--- config.mk ---
export PLATFORM = sky130hd
export DESIGN_NAME = smcg_top
export DESIGN_NICKNAME = d
export VERILOG_FILES = /design/src/inc/smcg_pkg.sv /design/src/hdl/smcg_top.sv /design/src/hdl/smcg_wake_timer.sv /design/src/hdl/smcg_gate_cell.sv
export SDC_FILE = /design/constraint.sdc
export NUM_CORES = 1
export LEC_CHECK = 0
export BUFFER_PORTS_ARGS = -buffer_cell sky130_fd_sc_hd__buf_4
export CAP_MARGIN = 20
export CORE_MARGIN = 3
export CORE_UTILIZATION = 52
export DETAILED_ROUTE_END_ITERATION = 8
export GPL_ROUTABILITY_DRIVEN = 0
export GPL_TIMING_DRIVEN = 0
export PLACE_DENSITY = 0.84
export SLEW_MARGIN = 30
export SYNTH_ARGS = -nofsm -noshare
export SYNTH_HDL_FRONTEND = slang
export SYNTH_HIERARCHICAL = 1
export SYNTH_SLANG_ARGS = --single-unit
--- constraint.sdc ---
create_clock -name mclk -period 2.9 [get_ports mclk]
set_input_delay 0.58 -clock mclk [delete_from_list [all_inputs] [get_ports mclk]]
set_output_delay 0.58 -clock mclk [all_outputs]
set_load 0.01 [all_outputs]
--- src/inc/smcg_pkg.sv ---
// Package with register map, field layout, reset values and timing counts of the sleep and clock gate block.
package smcg_pkg;

  // Register word addresses on the Avalon-MM bus (byte addresses).
  localparam logic [3:0] ADDR_CORE_SLEEP_CONTROL = 4'h0;
  localparam logic [3:0] ADDR_PERIPHERAL_GATE    = 4'h4;
  localparam logic [3:0] ADDR_SLEEP_STATUS       = 4'h8;
  localparam logic [3:0] ADDR_ANALOG_CONFIG      = 4'hC;

  // Core sleep control fields.
  localparam int SLEEP_ENABLE_BIT   = 5;
  localparam int SLEEP_MODE_LSB     = 3;
  localparam logic [7:0] CORE_WRITABLE_MASK = 8'h38;
  localparam logic [7:0] CORE_RESET         = 8'h00;

  // Peripheral clock gate fields.
  localparam int GATE_TWO_WIRE      = 7;
  localparam int GATE_SERIAL_PORT_1 = 6;
  localparam int GATE_SERIAL_PORT_0 = 5;
  localparam int GATE_SPI_UNIT      = 4;
  localparam int GATE_TIMER_2       = 3;
  localparam int GATE_TIMER_1       = 2;
  localparam int GATE_TIMER_0       = 1;
  localparam int GATE_CONVERTER     = 0;
  localparam logic [7:0] GATE_RESET = 8'h00;

  // Analog configuration fields.
  localparam int ACFG_CONVERTER_ON  = 0;
  localparam int ACFG_COMPARATOR_ON = 1;
  localparam int ACFG_COMPARATOR_REF = 2;
  localparam logic [7:0] ACFG_MASK  = 8'h07;
  localparam logic [7:0] ACFG_RESET = 8'h00;

  // Sleep mode encodings.
  localparam logic [1:0] MODE_IDLE      = 2'h0;
  localparam logic [1:0] MODE_NOISE_RED = 2'h1;
  localparam logic [1:0] MODE_POWERDOWN = 2'h2;
  localparam logic [1:0] MODE_STANDBY   = 2'h3;

  // Brown-out fuse encodings.
  localparam logic [1:0] BOD_SAMPLED  = 2'h1;
  localparam logic [1:0] BOD_ENABLED  = 2'h2;

  // Wake timing, in clock cycles of the core.
  localparam int STANDBY_WAKE_CYCLES = 6;
  localparam int IRQ_STALL_CYCLES    = 4;
  localparam int OSC_START_CYCLES    = 16;

  localparam logic [31:0] UNMAPPED_READ = 32'h0000_0000;

endpackage

--- src/hdl/smcg_top.sv ---
// Sleep mode control and per-peripheral clock gating with an Avalon-MM register slave.
//
// The Avalon-MM register port and the address map were left to the implementer.
`timescale 1ns/1ps
module smcg_top
(
  // Clock and reset.
  input  wire logic        mclk,
  input  wire logic        resetn,
  // Avalon-MM slave.
  input  wire logic [3:0]  avs_address,
  input  wire logic        avs_read,
  input  wire logic        avs_write,
  input  wire logic [31:0] avs_writedata,
  input  wire logic [3:0]  avs_byteenable,
  output logic [31:0]      avs_readdata,
  output logic             avs_waitrequest,
  // Core handshake.
  input  wire logic        sleep_instr,
  input  wire logic        wake_irq,
  input  wire logic        watchdog_on,
  input  wire logic [1:0]  brownout_sleep_fuse,
  input  wire logic [1:0]  brownout_active_fuse,
  input  wire logic [7:0]  wake_pin_mask,
  input  wire logic        periph_access,
  input  wire logic [2:0]  periph_select,
  // Clock enables and the peripheral access permit.
  output logic             clk_cpu_en,
  output logic             clk_flash_en,
  output logic             clk_io_en,
  output logic             clk_conv_en,
  output logic             osc_en,
  output logic [7:0]       periph_clk_en,
  output logic             periph_access_ok,
  // Analog and housekeeping controls.
  output logic             converter_en,
  output logic             converter_extended,
  output logic             comparator_en,
  output logic             vref_en,
  output logic             brownout_en,
  output logic             brownout_sampled,
  output logic             watchdog_run,
  output logic [7:0]       input_buf_en,
  output logic             core_stall,
  output logic             asleep
);

  typedef enum logic [3:0]
  {
    SMCG_ACTIVE = 4'b0001,
    SMCG_SLEEP  = 4'b0010,
    SMCG_WAKE   = 4'b0100,
    SMCG_STALL  = 4'b1000
  } smcg_state_t;

  smcg_state_t state;
  smcg_state_t next_state;

  logic [7:0] core_sleep_control;
  logic [7:0] peripheral_clock_gate;
  logic [7:0] analog_config;
  logic       conv_was_off;
  logic       wake_start;
  logic [5:0] wake_load;
  logic       wake_done;
  logic [7:0] cell_clk_en;
  logic [7:0] cell_access_ok;
  logic       answer_pending;

  // Decoding.
  wire        sleep_enable      = core_sleep_control[smcg_pkg::SLEEP_ENABLE_BIT];
  wire [1:0]  sleep_mode_select = core_sleep_control[smcg_pkg::SLEEP_MODE_LSB +: 2];
  wire        gate_converter    = peripheral_clock_gate[smcg_pkg::GATE_CONVERTER];
  wire        in_sleep          = (state != SMCG_ACTIVE);
  wire        mode_idle         = (sleep_mode_select == smcg_pkg::MODE_IDLE);
  wire        mode_noise        = (sleep_mode_select == smcg_pkg::MODE_NOISE_RED);
  wire        mode_standby      = (sleep_mode_select == smcg_pkg::MODE_STANDBY);
  wire        mode_deep         = in_sleep && !mode_idle && !mode_noise;
  wire        sel_core          = (avs_address == smcg_pkg::ADDR_CORE_SLEEP_CONTROL);
  wire        sel_gate          = (avs_address == smcg_pkg::ADDR_PERIPHERAL_GATE);
  wire        sel_status        = (avs_address == smcg_pkg::ADDR_SLEEP_STATUS);
  wire        sel_analog        = (avs_address == smcg_pkg::ADDR_ANALOG_CONFIG);
  wire        wr_ok             = avs_write && answer_pending && avs_byteenable[0];
  wire        conv_req          = analog_config[smcg_pkg::ACFG_CONVERTER_ON];
  wire        comp_req          = analog_config[smcg_pkg::ACFG_COMPARATOR_ON];
  wire        comp_ref          = analog_config[smcg_pkg::ACFG_COMPARATOR_REF];

  // Clock domain activity for the current mode.
  wire next_cpu   = !in_sleep;
  wire next_io    = !in_sleep || (state == SMCG_SLEEP && mode_idle);
  wire next_conv  = !in_sleep || (state == SMCG_SLEEP && (mode_idle || mode_noise));
  wire next_osc   = !(state == SMCG_SLEEP && !mode_idle && !mode_noise && !mode_standby);
  wire periph_run = next_io;

  // Comparator is off while asleep in the deep modes and whenever the converter gate bit is set.
  wire next_comp  = comp_req && !(state == SMCG_SLEEP && (mode_deep)) && !gate_converter;
  wire bod_sleep  = (brownout_sleep_fuse == smcg_pkg::BOD_ENABLED) || (brownout_sleep_fuse == smcg_pkg::BOD_SAMPLED);
  wire bod_act    = (brownout_active_fuse == smcg_pkg::BOD_ENABLED) || (brownout_active_fuse == smcg_pkg::BOD_SAMPLED);
  wire use_sleep_fuse = in_sleep && !mode_idle;
  wire next_bod   = use_sleep_fuse ? bod_sleep : bod_act;
  wire [1:0] bod_fuse = use_sleep_fuse ? brownout_sleep_fuse : brownout_active_fuse;
  // A comparator on the reference holds the reference whatever the sleep mode says.
  wire next_vref  = next_bod || (comp_req && comp_ref) || conv_req;
  wire [7:0] next_bufs = (!next_io && !next_conv) ? wake_pin_mask : 8'hFF;

  // Sleep sequence.
  // The timer's done flag is registered and costs one cycle, so every count is loaded one short.
  always_comb
  begin
    next_state = state;
    wake_start = 1'b0;
    wake_load  = 6'(smcg_pkg::IRQ_STALL_CYCLES - 1);
    case (state)
      SMCG_ACTIVE:
      begin
        if (sleep_instr && sleep_enable)
          next_state = SMCG_SLEEP;
      end
      SMCG_SLEEP:
      begin
        if (wake_irq)
        begin
          wake_start = 1'b1;
          if (mode_standby)
          begin
            next_state = SMCG_WAKE;
            wake_load  = 6'(smcg_pkg::STANDBY_WAKE_CYCLES - 1);
          end
          else if (mode_idle || mode_noise)
            next_state = SMCG_STALL;
          else
          begin
            next_state = SMCG_WAKE;
            wake_load  = 6'(smcg_pkg::OSC_START_CYCLES - 1);
          end
        end
      end
      SMCG_WAKE:
      begin
        if (wake_done)
        begin
          next_state = SMCG_STALL;
          wake_start = 1'b1;
        end
      end
      SMCG_STALL:
      begin
        if (wake_done)
          next_state = SMCG_ACTIVE;
      end
      default:
        next_state = SMCG_ACTIVE;
    endcase
  end

  smcg_wake_timer u_wake_timer
  (
    .mclk       (mclk),
    .resetn     (resetn),
    .start      (wake_start),
    .load_value (wake_load),
    .done       (wake_done)
  );

  // Only the clock stops; the peripheral's flops keep their values and resources.
  genvar g;
  generate
    for (g = 0; g < 8; g++)
    begin : gate_cells
      smcg_gate_cell u_cell
      (
        .mclk       (mclk),
        .resetn     (resetn),
        .gate_off   (peripheral_clock_gate[g]),
        .domain_run (periph_run),
        .clk_enable (cell_clk_en[g]),
        .access_ok  (cell_access_ok[g])
      );
    end
  endgenerate

  // Register file.
  always_ff @(posedge mclk)
  begin
    if (!resetn)
    begin
      core_sleep_control    <= smcg_pkg::CORE_RESET;
      peripheral_clock_gate <= smcg_pkg::GATE_RESET;
      analog_config         <= smcg_pkg::ACFG_RESET;
    end
    else
    begin
      if (wr_ok && sel_core)
        core_sleep_control <= avs_writedata[7:0] & smcg_pkg::CORE_WRITABLE_MASK;
      if (wr_ok && sel_gate)
        peripheral_clock_gate <= avs_writedata[7:0];
      if (wr_ok && sel_analog)
        analog_config <= avs_writedata[7:0] & smcg_pkg::ACFG_MASK;
    end
  end

  // One wait cycle per access: waitrequest drops in the cycle after the request appears.
  wire [31:0] read_mux = sel_core   ? {24'h000000, core_sleep_control} :
                         sel_gate   ? {24'h000000, peripheral_clock_gate} :
                         sel_status ? {24'h000000, converter_extended, comparator_en, 4'(state), asleep,
                                       conv_was_off} :
                         sel_analog ? {24'h000000, analog_config} : smcg_pkg::UNMAPPED_READ;

  always_ff @(posedge mclk)
  begin
    if (!resetn)
    begin
      answer_pending  <= 1'b0;
      avs_waitrequest <= 1'b1;
      avs_readdata    <= 32'h0000_0000;
    end
    else
    begin
      answer_pending  <= (avs_read || avs_write) && !answer_pending;
      avs_waitrequest <= !((avs_read || avs_write) && !answer_pending);
      avs_readdata    <= read_mux;
    end
  end

  // Converter tracking: an off-to-on turn makes the next conversion the long one.
  always_ff @(posedge mclk)
  begin
    if (!resetn)
    begin
      conv_was_off       <= 1'b1;
      converter_extended <= 1'b1;
    end
    else
    begin
      conv_was_off <= !conv_req;
      if (conv_req && conv_was_off)
        converter_extended <= 1'b1;
      else if (!conv_req)
        converter_extended <= 1'b0;
    end
  end

  // Outputs.
  always_ff @(posedge mclk)
  begin
    if (!resetn)
    begin
      state            <= SMCG_ACTIVE;
      clk_cpu_en       <= 1'b1;
      clk_flash_en     <= 1'b1;
      clk_io_en        <= 1'b1;
      clk_conv_en      <= 1'b1;
      osc_en           <= 1'b1;
      periph_clk_en    <= 8'hFF;
      periph_access_ok <= 1'b0;
      converter_en     <= 1'b0;
      comparator_en    <= 1'b0;
      vref_en          <= 1'b0;
      brownout_en      <= 1'b0;
      brownout_sampled <= 1'b0;
      watchdog_run     <= 1'b0;
      input_buf_en     <= 8'hFF;
      core_stall       <= 1'b0;
      asleep           <= 1'b0;
    end
    else
    begin
      state            <= next_state;
      clk_cpu_en       <= next_cpu;
      clk_flash_en     <= next_cpu;
      clk_io_en        <= next_io;
      clk_conv_en      <= next_conv && !gate_converter;
      osc_en           <= next_osc;
      periph_clk_en    <= cell_clk_en;
      periph_access_ok <= periph_access && cell_access_ok[periph_select];
      converter_en     <= conv_req;
      comparator_en    <= next_comp;
      vref_en          <= next_vref;
      brownout_en      <= next_bod;
      brownout_sampled <= (bod_fuse == smcg_pkg::BOD_SAMPLED);
      watchdog_run     <= watchdog_on;
      input_buf_en     <= next_bufs;
      core_stall       <= (next_state == SMCG_STALL) || (next_state == SMCG_WAKE);
      asleep           <= (next_state == SMCG_SLEEP);
    end
  end

endmodule

--- src/hdl/smcg_wake_timer.sv ---
// Down counter that times the wake-up sequence out of sleep.
`timescale 1ns/1ps
module smcg_wake_timer
(
  // Clock and reset.
  input  wire logic       mclk,
  input  wire logic       resetn,
  // Control.
  input  wire logic       start,
  input  wire logic [5:0] load_value,
  // Status.
  output logic            done
);

  logic [5:0] count;
  logic       running;

  always_ff @(posedge mclk)
  begin
    if (!resetn)
    begin
      count   <= 6'h00;
      running <= 1'b0;
      done    <= 1'b0;
    end
    else if (start)
    begin
      count   <= load_value;
      running <= 1'b1;
      done    <= 1'b0;
    end
    else if (running)
    begin
      count   <= count - 6'h01;
      running <= (count != 6'h01);
      done    <= (count == 6'h01);
    end
    else
    begin
      done <= 1'b0;
    end
  end

endmodule

--- src/hdl/smcg_gate_cell.sv ---
// Glitch-free clock enable for one peripheral with a registered access permit.
`timescale 1ns/1ps
module smcg_gate_cell
(
  // Clock and reset.
  input  wire logic mclk,
  input  wire logic resetn,
  // Control.
  input  wire logic gate_off,
  input  wire logic domain_run,
  // Results.
  output logic      clk_enable,
  output logic      access_ok
);

  // The enable changes only on a clock edge, so the downstream latch-free gate never truncates a pulse.
  always_ff @(posedge mclk)
  begin
    if (!resetn)
    begin
      clk_enable <= 1'b1;
      access_ok  <= 1'b1;
    end
    else
    begin
      clk_enable <= domain_run & ~gate_off;
      access_ok  <= ~gate_off;
    end
  end

endmodule

# Word-level counts from Yosys, hierarchy flattened
# Cells that the tools add are included.
# word_totals
register_bits,107
out_inout_bits,64
elab_cells,162
# classes
add_sub_neg,1
n_lt_le_gt_ge,1
n_eq_ne,20
muxes,26
n_bitwise,18
n_reduce_logical,51
# ops
cell,count
4-bit two-way mux,10
1-bit logical AND,22
6-bit two-way mux,3
"4-bit equality test, second input constant",4
8-bit two-way mux,2
4-bit case mux with 4 select lines,1
"4-bit by 3-bit equality test with 1-bit output, second input constant",3
1-bit zero test,12
1-bit NOT,10
1-bit logical OR,9
1-bit bitwise AND,8
"2-bit by 1-bit equality test with 1-bit output, second input constant",4
"4-bit by 2-bit equality test with 1-bit output, second input constant",2
"2-bit equality test, second input constant",3
"6-bit by 1-bit equality test with 1-bit output, second input constant",1
1-bit two-way mux,6
"6-bit by 1-bit inequality test with 1-bit output, second input constant",1
"6-bit by 1-bit subtractor with 6-bit output, second input constant",1
"4-bit by 1-bit equality test with 1-bit output, second input constant",1
4-bit zero test,1
"3-bit by 4-bit < comparator with 1-bit output, second input constant",1
"4-bit by 1-bit inequality test with 1-bit output, second input constant",1
2-bit OR reduction,2
4-bit OR reduction,1
other kinds (8),8

# Logic depth before layout (Yosys ltp)
# Gate-level depths: netlist of run 1.
# depth
depth_word,8
depth_mapped,8
mapped_depth_nobuf,6

# By module
# Netlist of run 1, hierarchy kept.
# by_module_without_submodules
module,n_inst,cells_per_inst,area_each_um2,seq_area_each_um2
smcg_top,1,256,2473.6,1181.1
smcg_gate_cell,8,5,56.3,40.0
smcg_wake_timer,1,45,416.6,160.2

# Worst setup path before layout of run 1
# No wires, ideal clock.
# synth_timing
path_type,register to register
start,register state[3]
end,register u_wake_timer.count[3]
arrival_time_ps,1451
slack_ps,1329
path_stages_with_launch,8
n_path_buf,2
synth_period_minus_slack_ps,1571
cell_sequence,dfxtp_1 -> buf_2 -> or2_2 -> a21oi_1 -> clkbuf_1 -> inv_1 -> o21ai_0 -> a21oi_1
# synth_via
elab_chain_len,3
word_cells_on_any_way,6
classes_between,2 x eq/ne; 3 x mux; 1 x reduce/logical
# synth_lines
element,line_no,text
start: declaration,smcg_top.sv:56,smcg_state_t state;
start signal: assignment,smcg_top.sv:268,state <= next_state;
4-bit by 3-bit equality test with 1-bit output or 4-bit by 2-bit equality test with 1-bit output (tied branches),smcg_top.sv:113,case (state)
1-bit case mux with 2 select lines *,smcg_top.sv:113,
via wake_start,smcg_top.sv:63,logic wake_start;
6-bit two-way mux or 2-bit nonzero test (tied branches),--,
end signal: assignment,smcg_wake_timer.sv:28,count <= load_value;
end signal: assignment,smcg_wake_timer.sv:34,count <= count - 6'h01;
end: declaration,smcg_wake_timer.sv:15,logic [5:0] count;
# Mark *: on every way through the listed nets, which the timed path passes. The rest lies on a longest branch.
# A chain may end at the register's enable or synchronous reset.

# Final worst setup path of run 1
# layout_timing
start,register state[2]
end,register u_wake_timer.count[3]
# Same word-level chain as after synthesis.

==> flow_metrics.env, run 1 <==
export IMPL_nets=516
export IMPL_synth_avg_cell_area_sq_um=9.80
export IMPL_slew_violations=0
export IMPL_first_iter_violations=148
export IMPL_cts_resized=0
export IMPL_hold_buffers=0
export IMPL_die_width_um=86.2
export IMPL_tritoncts="built"
export IMPL_synth_enable_flop_cells=0
export IMPL_synth_compound_area_share_pct=12.4
export IMPL_hold_path_endpoint="periph_clk_en[3]"
export IMPL_synth_most_common_cell="dfxtp_1"
export IMPL_r2r_slack_ns=0.96
export IMPL_ys_top_cells_by_count="dfxtp_1, nand2_1, buf_4"
export IMPL_drive_above_1_share_pct=31.8
export IMPL_syn_instance_count=341
export IMPL_synth_top_flop_cell="dfxtp_1"
export IMPL_portBuffers=74
export IMPL_reg2reg_to="u_wake_timer/count[3]"
export IMPL_crit_arrival_ns=2.17
export IMPL_start_util_pct=55.1
export IMPL_wire_per_inst_um=14.0
export IMPL_cp_start_kind="register"
export IMPL_synth_area_leaders="dfxtp_1, buf_4, nand2_1, mux2i_1, nand3b_1"
export IMPL_min_period_over_period_pct=66.8
export IMPL_drc=0
export IMPL_post_dp_hpwl_um=5390
export IMPL_clkLatencyLatePin_ns=0.35
export IMPL_num_rows=28
export IMPL_grtUsageTotal_pct=20.4
export IMPL_p_leak_uw=0.00183
export IMPL_cts_sinks=83
export IMPL_finalWorstSetupSlack_ns=0.964
export IMPL_seq_area_frac_synth_pct=49.7
export IMPL_endpoint_kind="register"
export IMPL_synthAdderAreaFrac_pct=0.749
export IMPL_yosys_warnings=6
export IMPL_status="finished clean"
export IMPL_grt_max_degree=28
export IMPL_worstMarginPinSlew_ns=0.761
export IMPL_synth_top_family_by_area="simple AND/OR/NAND/NOR gates"
export IMPL_yosysTopAreaCell="dfxtp_1"
export IMPL_pre_cts_slack_ns=0.887
export IMPL_synth_area_sq_um=3340
export IMPL_die_h_um=86.2
export IMPL_path_class="register to register"
export IMPL_p_total_uw=2120
export IMPL_core_area_sq_um=6060
export IMPL_clk_pin_slew_ns=0.08
export IMPL_viasPerCell=5.11
export IMPL_reg2reg_from="state[2]"
export IMPL_num_vias=2711
export IMPL_overflow=0
export IMPL_relSlewSlack_pct=48.9
export IMPL_irDropWorstVdd_mv=0.336
export IMPL_period_needed_ns=1.94
export IMPL_worst_path_max_fanout=10
export IMPL_die_area_sq_um=7420
export IMPL_hp_start="gate_cells[3].u_cell/clk_enable"
export IMPL_htreeDepth=3
export IMPL_synth_mux_area_share_pct=5.96
export IMPL_postCtsSetupBuffers=0
export IMPL_synth_xor_xnor_area_share_pct=1.05
export IMPL_rsz0062_at_grt="false"
export IMPL_clock_skew_ns=0.00594
export IMPL_hp_class="register to register"
export IMPL_antenna_found_initial=0
export IMPL_finalSetupViolations=0
export IMPL_reg2reg_depth=7
export IMPL_cap_viol_max_count=0
export IMPL_clockRootBuffer="clkbuf_8"
export IMPL_wirelength_um=7410
export IMPL_min_path_cells=1
export IMPL_synthDistinctLibCells=58
export IMPL_max_clock_freq_ghz=0.517
export IMPL_crit_required_ns=3.13
export IMPL_dr_pass1_iters=4
export IMPL_grt_pass1_wl_um=11600
export IMPL_diodes=0
export IMPL_grt_pass1_vias=2483
export IMPL_tns_ns=0
export IMPL_hold_violations=0
export IMPL_async_reset_ff_share_pct=0
export IMPL_cts_buffer_depth=2
export IMPL_ant_nets=0
export IMPL_synth_top_area_share_pct=49.7
export IMPL_synth_seq_cells=83
export IMPL_yosys_area_share_simple_pct=20.3
export IMPL_ioPinCount=127
export IMPL_synthToLayoutAreaGrowth_pct=28.0
export IMPL_cts_buffers=9
export IMPL_power_density_nw_per_um2=496
[metal layers]
| layer | global-route usage [%] | wire, um | vias up |
|---|---|---|---|
| met3 | 6.92 | 797 | 23 |
| met5 | 0 | 0 | - |
| met4 | 12.4 | 252 | 0 |
| met1 | 23.5 | 3000 | 1231 |
| met2 | 32.4 | 3370 | 119 |
| li1 | - | - | 1338 |
[report_power, final]
part / switching (uW) / internal [uW]
clock: 416 / 400
sequential: 3.68 / 1150
combinational: 77.4 / 79.0
total: 497 / 1630
[layout make-up]
type                    instances  area, sq um
well taps                      75         93.8
fillers                       461         1780
inverters                      16         60.1
plain buffers                  40          263
multi-input cells             227         1450
clock inverters                 6         65.1
repair buffers                 74          556
flip-flops and latches         83         1660
clock buffers                  10          128
[layout by cell type (no fill, tap or decap), types with 4 or more instances in the layout]
cell	Yosys	layout
nor2_1	14	14
o21ai_0	10	10
buf_4	26	100
o21ai_2	9	9
conb_1	2	27
nand2_1	40	40
inv_1	15	15
nand3b_1	11	11
clkbuf_1	6	7
clkbuf_8	0	9
a22oi_1	5	5
nand2b_1	11	11
dfxtp_1	83	83
nor2b_1	6	6
a21oi_1	12	12
o21a_1	4	4
buf_2	6	6
nand3_1	6	6
mux2i_1	12	12
[flip-flops by register name (all words and copies together), names as in the netlist, 4 cells and up]
signal,cells
peripheral_clock_gate,8
gate_cells.u_cell/clk_enable,8
u_wake_timer/count,6
gate_cells.u_cell/access_ok,8
state,4
avs_readdata,8
periph_clk_en,8
input_buf_en,8
[worst max path at each step]
stage                                from                         endpoint  slack (ns)
global route        core_sleep_control[4]  gate_cells[4].u_cell/clk_enable        0.79
finish                           state[2]            u_wake_timer/count[3]        0.96
detailed placement                 resetn                  avs_waitrequest        0.89
floorplan                        state[3]            u_wake_timer/count[3]        1.33
CTS                 core_sleep_control[4]  gate_cells[7].u_cell/clk_enable        1.02
global placement                   resetn                  avs_waitrequest        0.94
[critical path, cell delays in order, from the launching register on]
cell,delay [ns]
dfxtp_1,0.44
buf_2,0.25
nand3_1,0.11
a21oi_1,0.14
clkbuf_1,0.34
inv_1,0.19
o21ai_0,0.27
a21oi_1,0.07
[kinds of logic after synthesis]
family          after synthesis
xor+xnor                      4
simple gates                118
buf+inv                      56
mux                          17
flops                        83
compound gates               59
other cells                   2
fa+ha+maj                     2
[through the flow]
stage	hold WS [ns]	cell area (sq um)	util (%)	cells
after floorplan	0.386	3430	-	366
after global placement	0.390	4080	67.4	515
after detailed placement	0.392	4080	67.4	515
after CTS	0.405	4280	70.6	531
after global routing	0.403	4280	70.6	531
final	0.411	4280	70.6	531
Note: power is estimated with default switching activity, not from simulation.
==> run 2, diff against run 1 <==
--- a/config.mk
+++ b/config.mk
@@ -8,11 +8,11 @@
 export BUFFER_PORTS_ARGS = -buffer_cell sky130_fd_sc_hd__buf_4
 export CAP_MARGIN = 20
 export CORE_MARGIN = 3
-export CORE_UTILIZATION = 52
+export CORE_UTILIZATION = 44
 export DETAILED_ROUTE_END_ITERATION = 8
 export GPL_ROUTABILITY_DRIVEN = 0
 export GPL_TIMING_DRIVEN = 0
-export PLACE_DENSITY = 0.84
+export PLACE_DENSITY = 0.76
 export SLEW_MARGIN = 30
 export SYNTH_ARGS = -nofsm -noshare
 export SYNTH_HDL_FRONTEND = slang
==> constraint.sdc (replaced) <==
create_clock -name mclk -period 1.58 [get_ports mclk]
set_input_delay 0.316 -clock mclk [delete_from_list [all_inputs] [get_ports mclk]]
set_output_delay 0.316 -clock mclk [all_outputs]
set_load 0.01 [all_outputs]
==> flow_metrics.env, run 2 (synthesis gave the netlist of run 1 again) <==
export IMPL_min_path_cells=2
export IMPL_final_area_sq_um=4360
export IMPL_hold_violations=0
export IMPL_ioPinCount=127
export IMPL_dpl_cell_area_sq_um=4110
export IMPL_rsz0062_at_grt="true"
export IMPL_worstMarginPinSlew_ns=0.551
export IMPL_min_period_over_period_pct=97.6
export IMPL_reg2reg_depth=7
export IMPL_finalSetupViolations=0
export IMPL_status="finished clean"
export IMPL_relSlewSlack_pct=63.3
export IMPL_power_density_nw_per_um2=895
export IMPL_ant_nets=0
export IMPL_reg2reg_to="u_wake_timer/count[1]"
export IMPL_nFillCells=633
export IMPL_nets=518
export IMPL_p_leak_uw=0.00186
export IMPL_dp_cells=539
export IMPL_hold_path_endpoint="input_buf_en[1]"
export IMPL_clockRootBuffer="clkbuf_8"
export IMPL_fin_cells=557
export IMPL_endpoint_kind="register"
export IMPL_tritoncts="built"
export IMPL_crit_arrival_ns=1.78
export IMPL_p_total_uw=3910
export IMPL_post_dp_hpwl_um=5390
export IMPL_final_common_cell="buf_4"
export IMPL_grt_max_degree=28
export IMPL_r2r_slack_ns=0.04
export IMPL_clkLatencyLatePin_ns=0.36
export IMPL_hold_buffers=0
export IMPL_start_util_pct=45.8
export IMPL_crit_required_ns=1.81
export IMPL_wirelength_um=7450
export IMPL_multi_input_area_sq_um=1480
export IMPL_dr_pass1_iters=4
export IMPL_synthToLayoutAreaGrowth_pct=30.6
export IMPL_drive_above_1_share_pct=33.6
export IMPL_grt_pass1_vias=2509
export IMPL_diodes=0
export IMPL_hp_start="wake_pin_mask[1]"
export IMPL_cts_buffers=9
export IMPL_first_iter_violations=110
export IMPL_tns_ns=0
export IMPL_overflow=0
export IMPL_cap_viol_max_count=0
export IMPL_worst_path_max_fanout=10
export IMPL_num_vias=2653
export IMPL_mostFrequentLayoutCells="buf_4, dfxtp_1, nand2_1"
export IMPL_cp_start_kind="register"
export IMPL_num_rows=31
export IMPL_clock_skew_ns=0.0117
export IMPL_cts_buffer_depth=2
export IMPL_die_h_um=93.1
export IMPL_reg2reg_from="state[0]"
export IMPL_clk_pin_slew_ns=0.09
export IMPL_viasPerCell=4.76
export IMPL_period_needed_ns=1.54
export IMPL_die_area_sq_um=8670
export IMPL_portBuffers=74
export IMPL_path_class="register to register"
export IMPL_max_clock_freq_ghz=0.649
export IMPL_htreeDepth=3
export IMPL_irDropWorstVdd_mv=0.409
export IMPL_slew_violations=0
export IMPL_grt_pass1_wl_um=11800
export IMPL_drc=0
export IMPL_wire_per_inst_um=13.4
export IMPL_antenna_found_initial=0
export IMPL_cts_sinks=83
export IMPL_grtUsageTotal_pct=17.5
export IMPL_register_area_sq_um=1660
export IMPL_core_area_sq_um=7290
export IMPL_die_width_um=93.1
export IMPL_hp_class="input pin to register"
export IMPL_utilization_pct=59.8
-- run 2: cell types whose count changed in the layout (fill, tap and decap cells not counted), sizes merged --
cell	previous run	this run
buf	108	110
-- run 2: timing repair --
action / in CTS / in global routing
cloned: 0 / 0
gates resized for setup: 4 / 12
setup buffers: 0 / 2
endpoints found under the setup margin: 14 / 16
pin swaps: 0 / 2
-- run 2: stage by stage --
stage / hold slack [ns] / worst slack, ns
floorplan: 0.375 / 0.00949
global route: 0.125 / -0.0284
finish: 0.146 / 0.0384
detailed placement: 0.392 / -0.290
CTS: 0.133 / 0.000708
global placement: 0.391 / -0.244
-- run 2: power by group --
group / internal, uW / total [uW] / switching (uW) / leakage, uW
combinational: 145 / 287 / 142 / 0.00109
clock: 733 / 1500 / 771 / 0.0000966
sequential: 2110 / 2110 / 7.64 / 0.000673
-- run 2: worst max-delay path, stage by stage (launching register included) --
cell and delay [ns]:
dfxtp_1 0.30, buf_2 0.18, or2_2 0.33, a21oi_1 0.12, buf_4 0.18, inv_1 0.09
o211ai_1 0.08, a21boi_0 0.12
-- run 2: worst max-delay path by stage --
| stage | startpoint | end | slack [ns] | cells after the start |
|---|---|---|---|---|
| floorplan | state[3] | u_wake_timer/count[3] | 0.009 | 7 |
| global placement | core_sleep_control[4] | gate_cells[6].u_cell/clk_enable | -0.24 | 6 |
| detailed placement | core_sleep_control[4] | gate_cells[6].u_cell/clk_enable | -0.29 | 6 |
| CTS | state[2] | u_wake_timer/count[1] | 0.0007 | 7 |
| global route | state[0] | u_wake_timer/count[1] | -0.03 | 7 |
| finish | state[0] | u_wake_timer/count[1] | 0.04 | 7 |
-- run 2: routing by layer --
| layer | vias up | wire length [um] | global-route usage [%] |
|---|---|---|---|
| li1 | 1336 | - | - |
| met2 | 115 | 3330 | 28.1 |
| met4 | 0 | 116 | 6.72 |
| met1 | 1190 | 3360 | 21.8 |
| met3 | 12 | 647 | 5.87 |
| met5 | - | 0 | 0 |
-- run 2: cell type report --
cell class	instances	share of cell area (%)
clock inverters	6	1.49
multi-input cells	227	33.9
clock buffers	10	2.93
well taps	99	2.84
flip-flops and latches	83	38.1
plain buffers	40	6.28
repair buffers	76	13.1
inverters	16	1.38
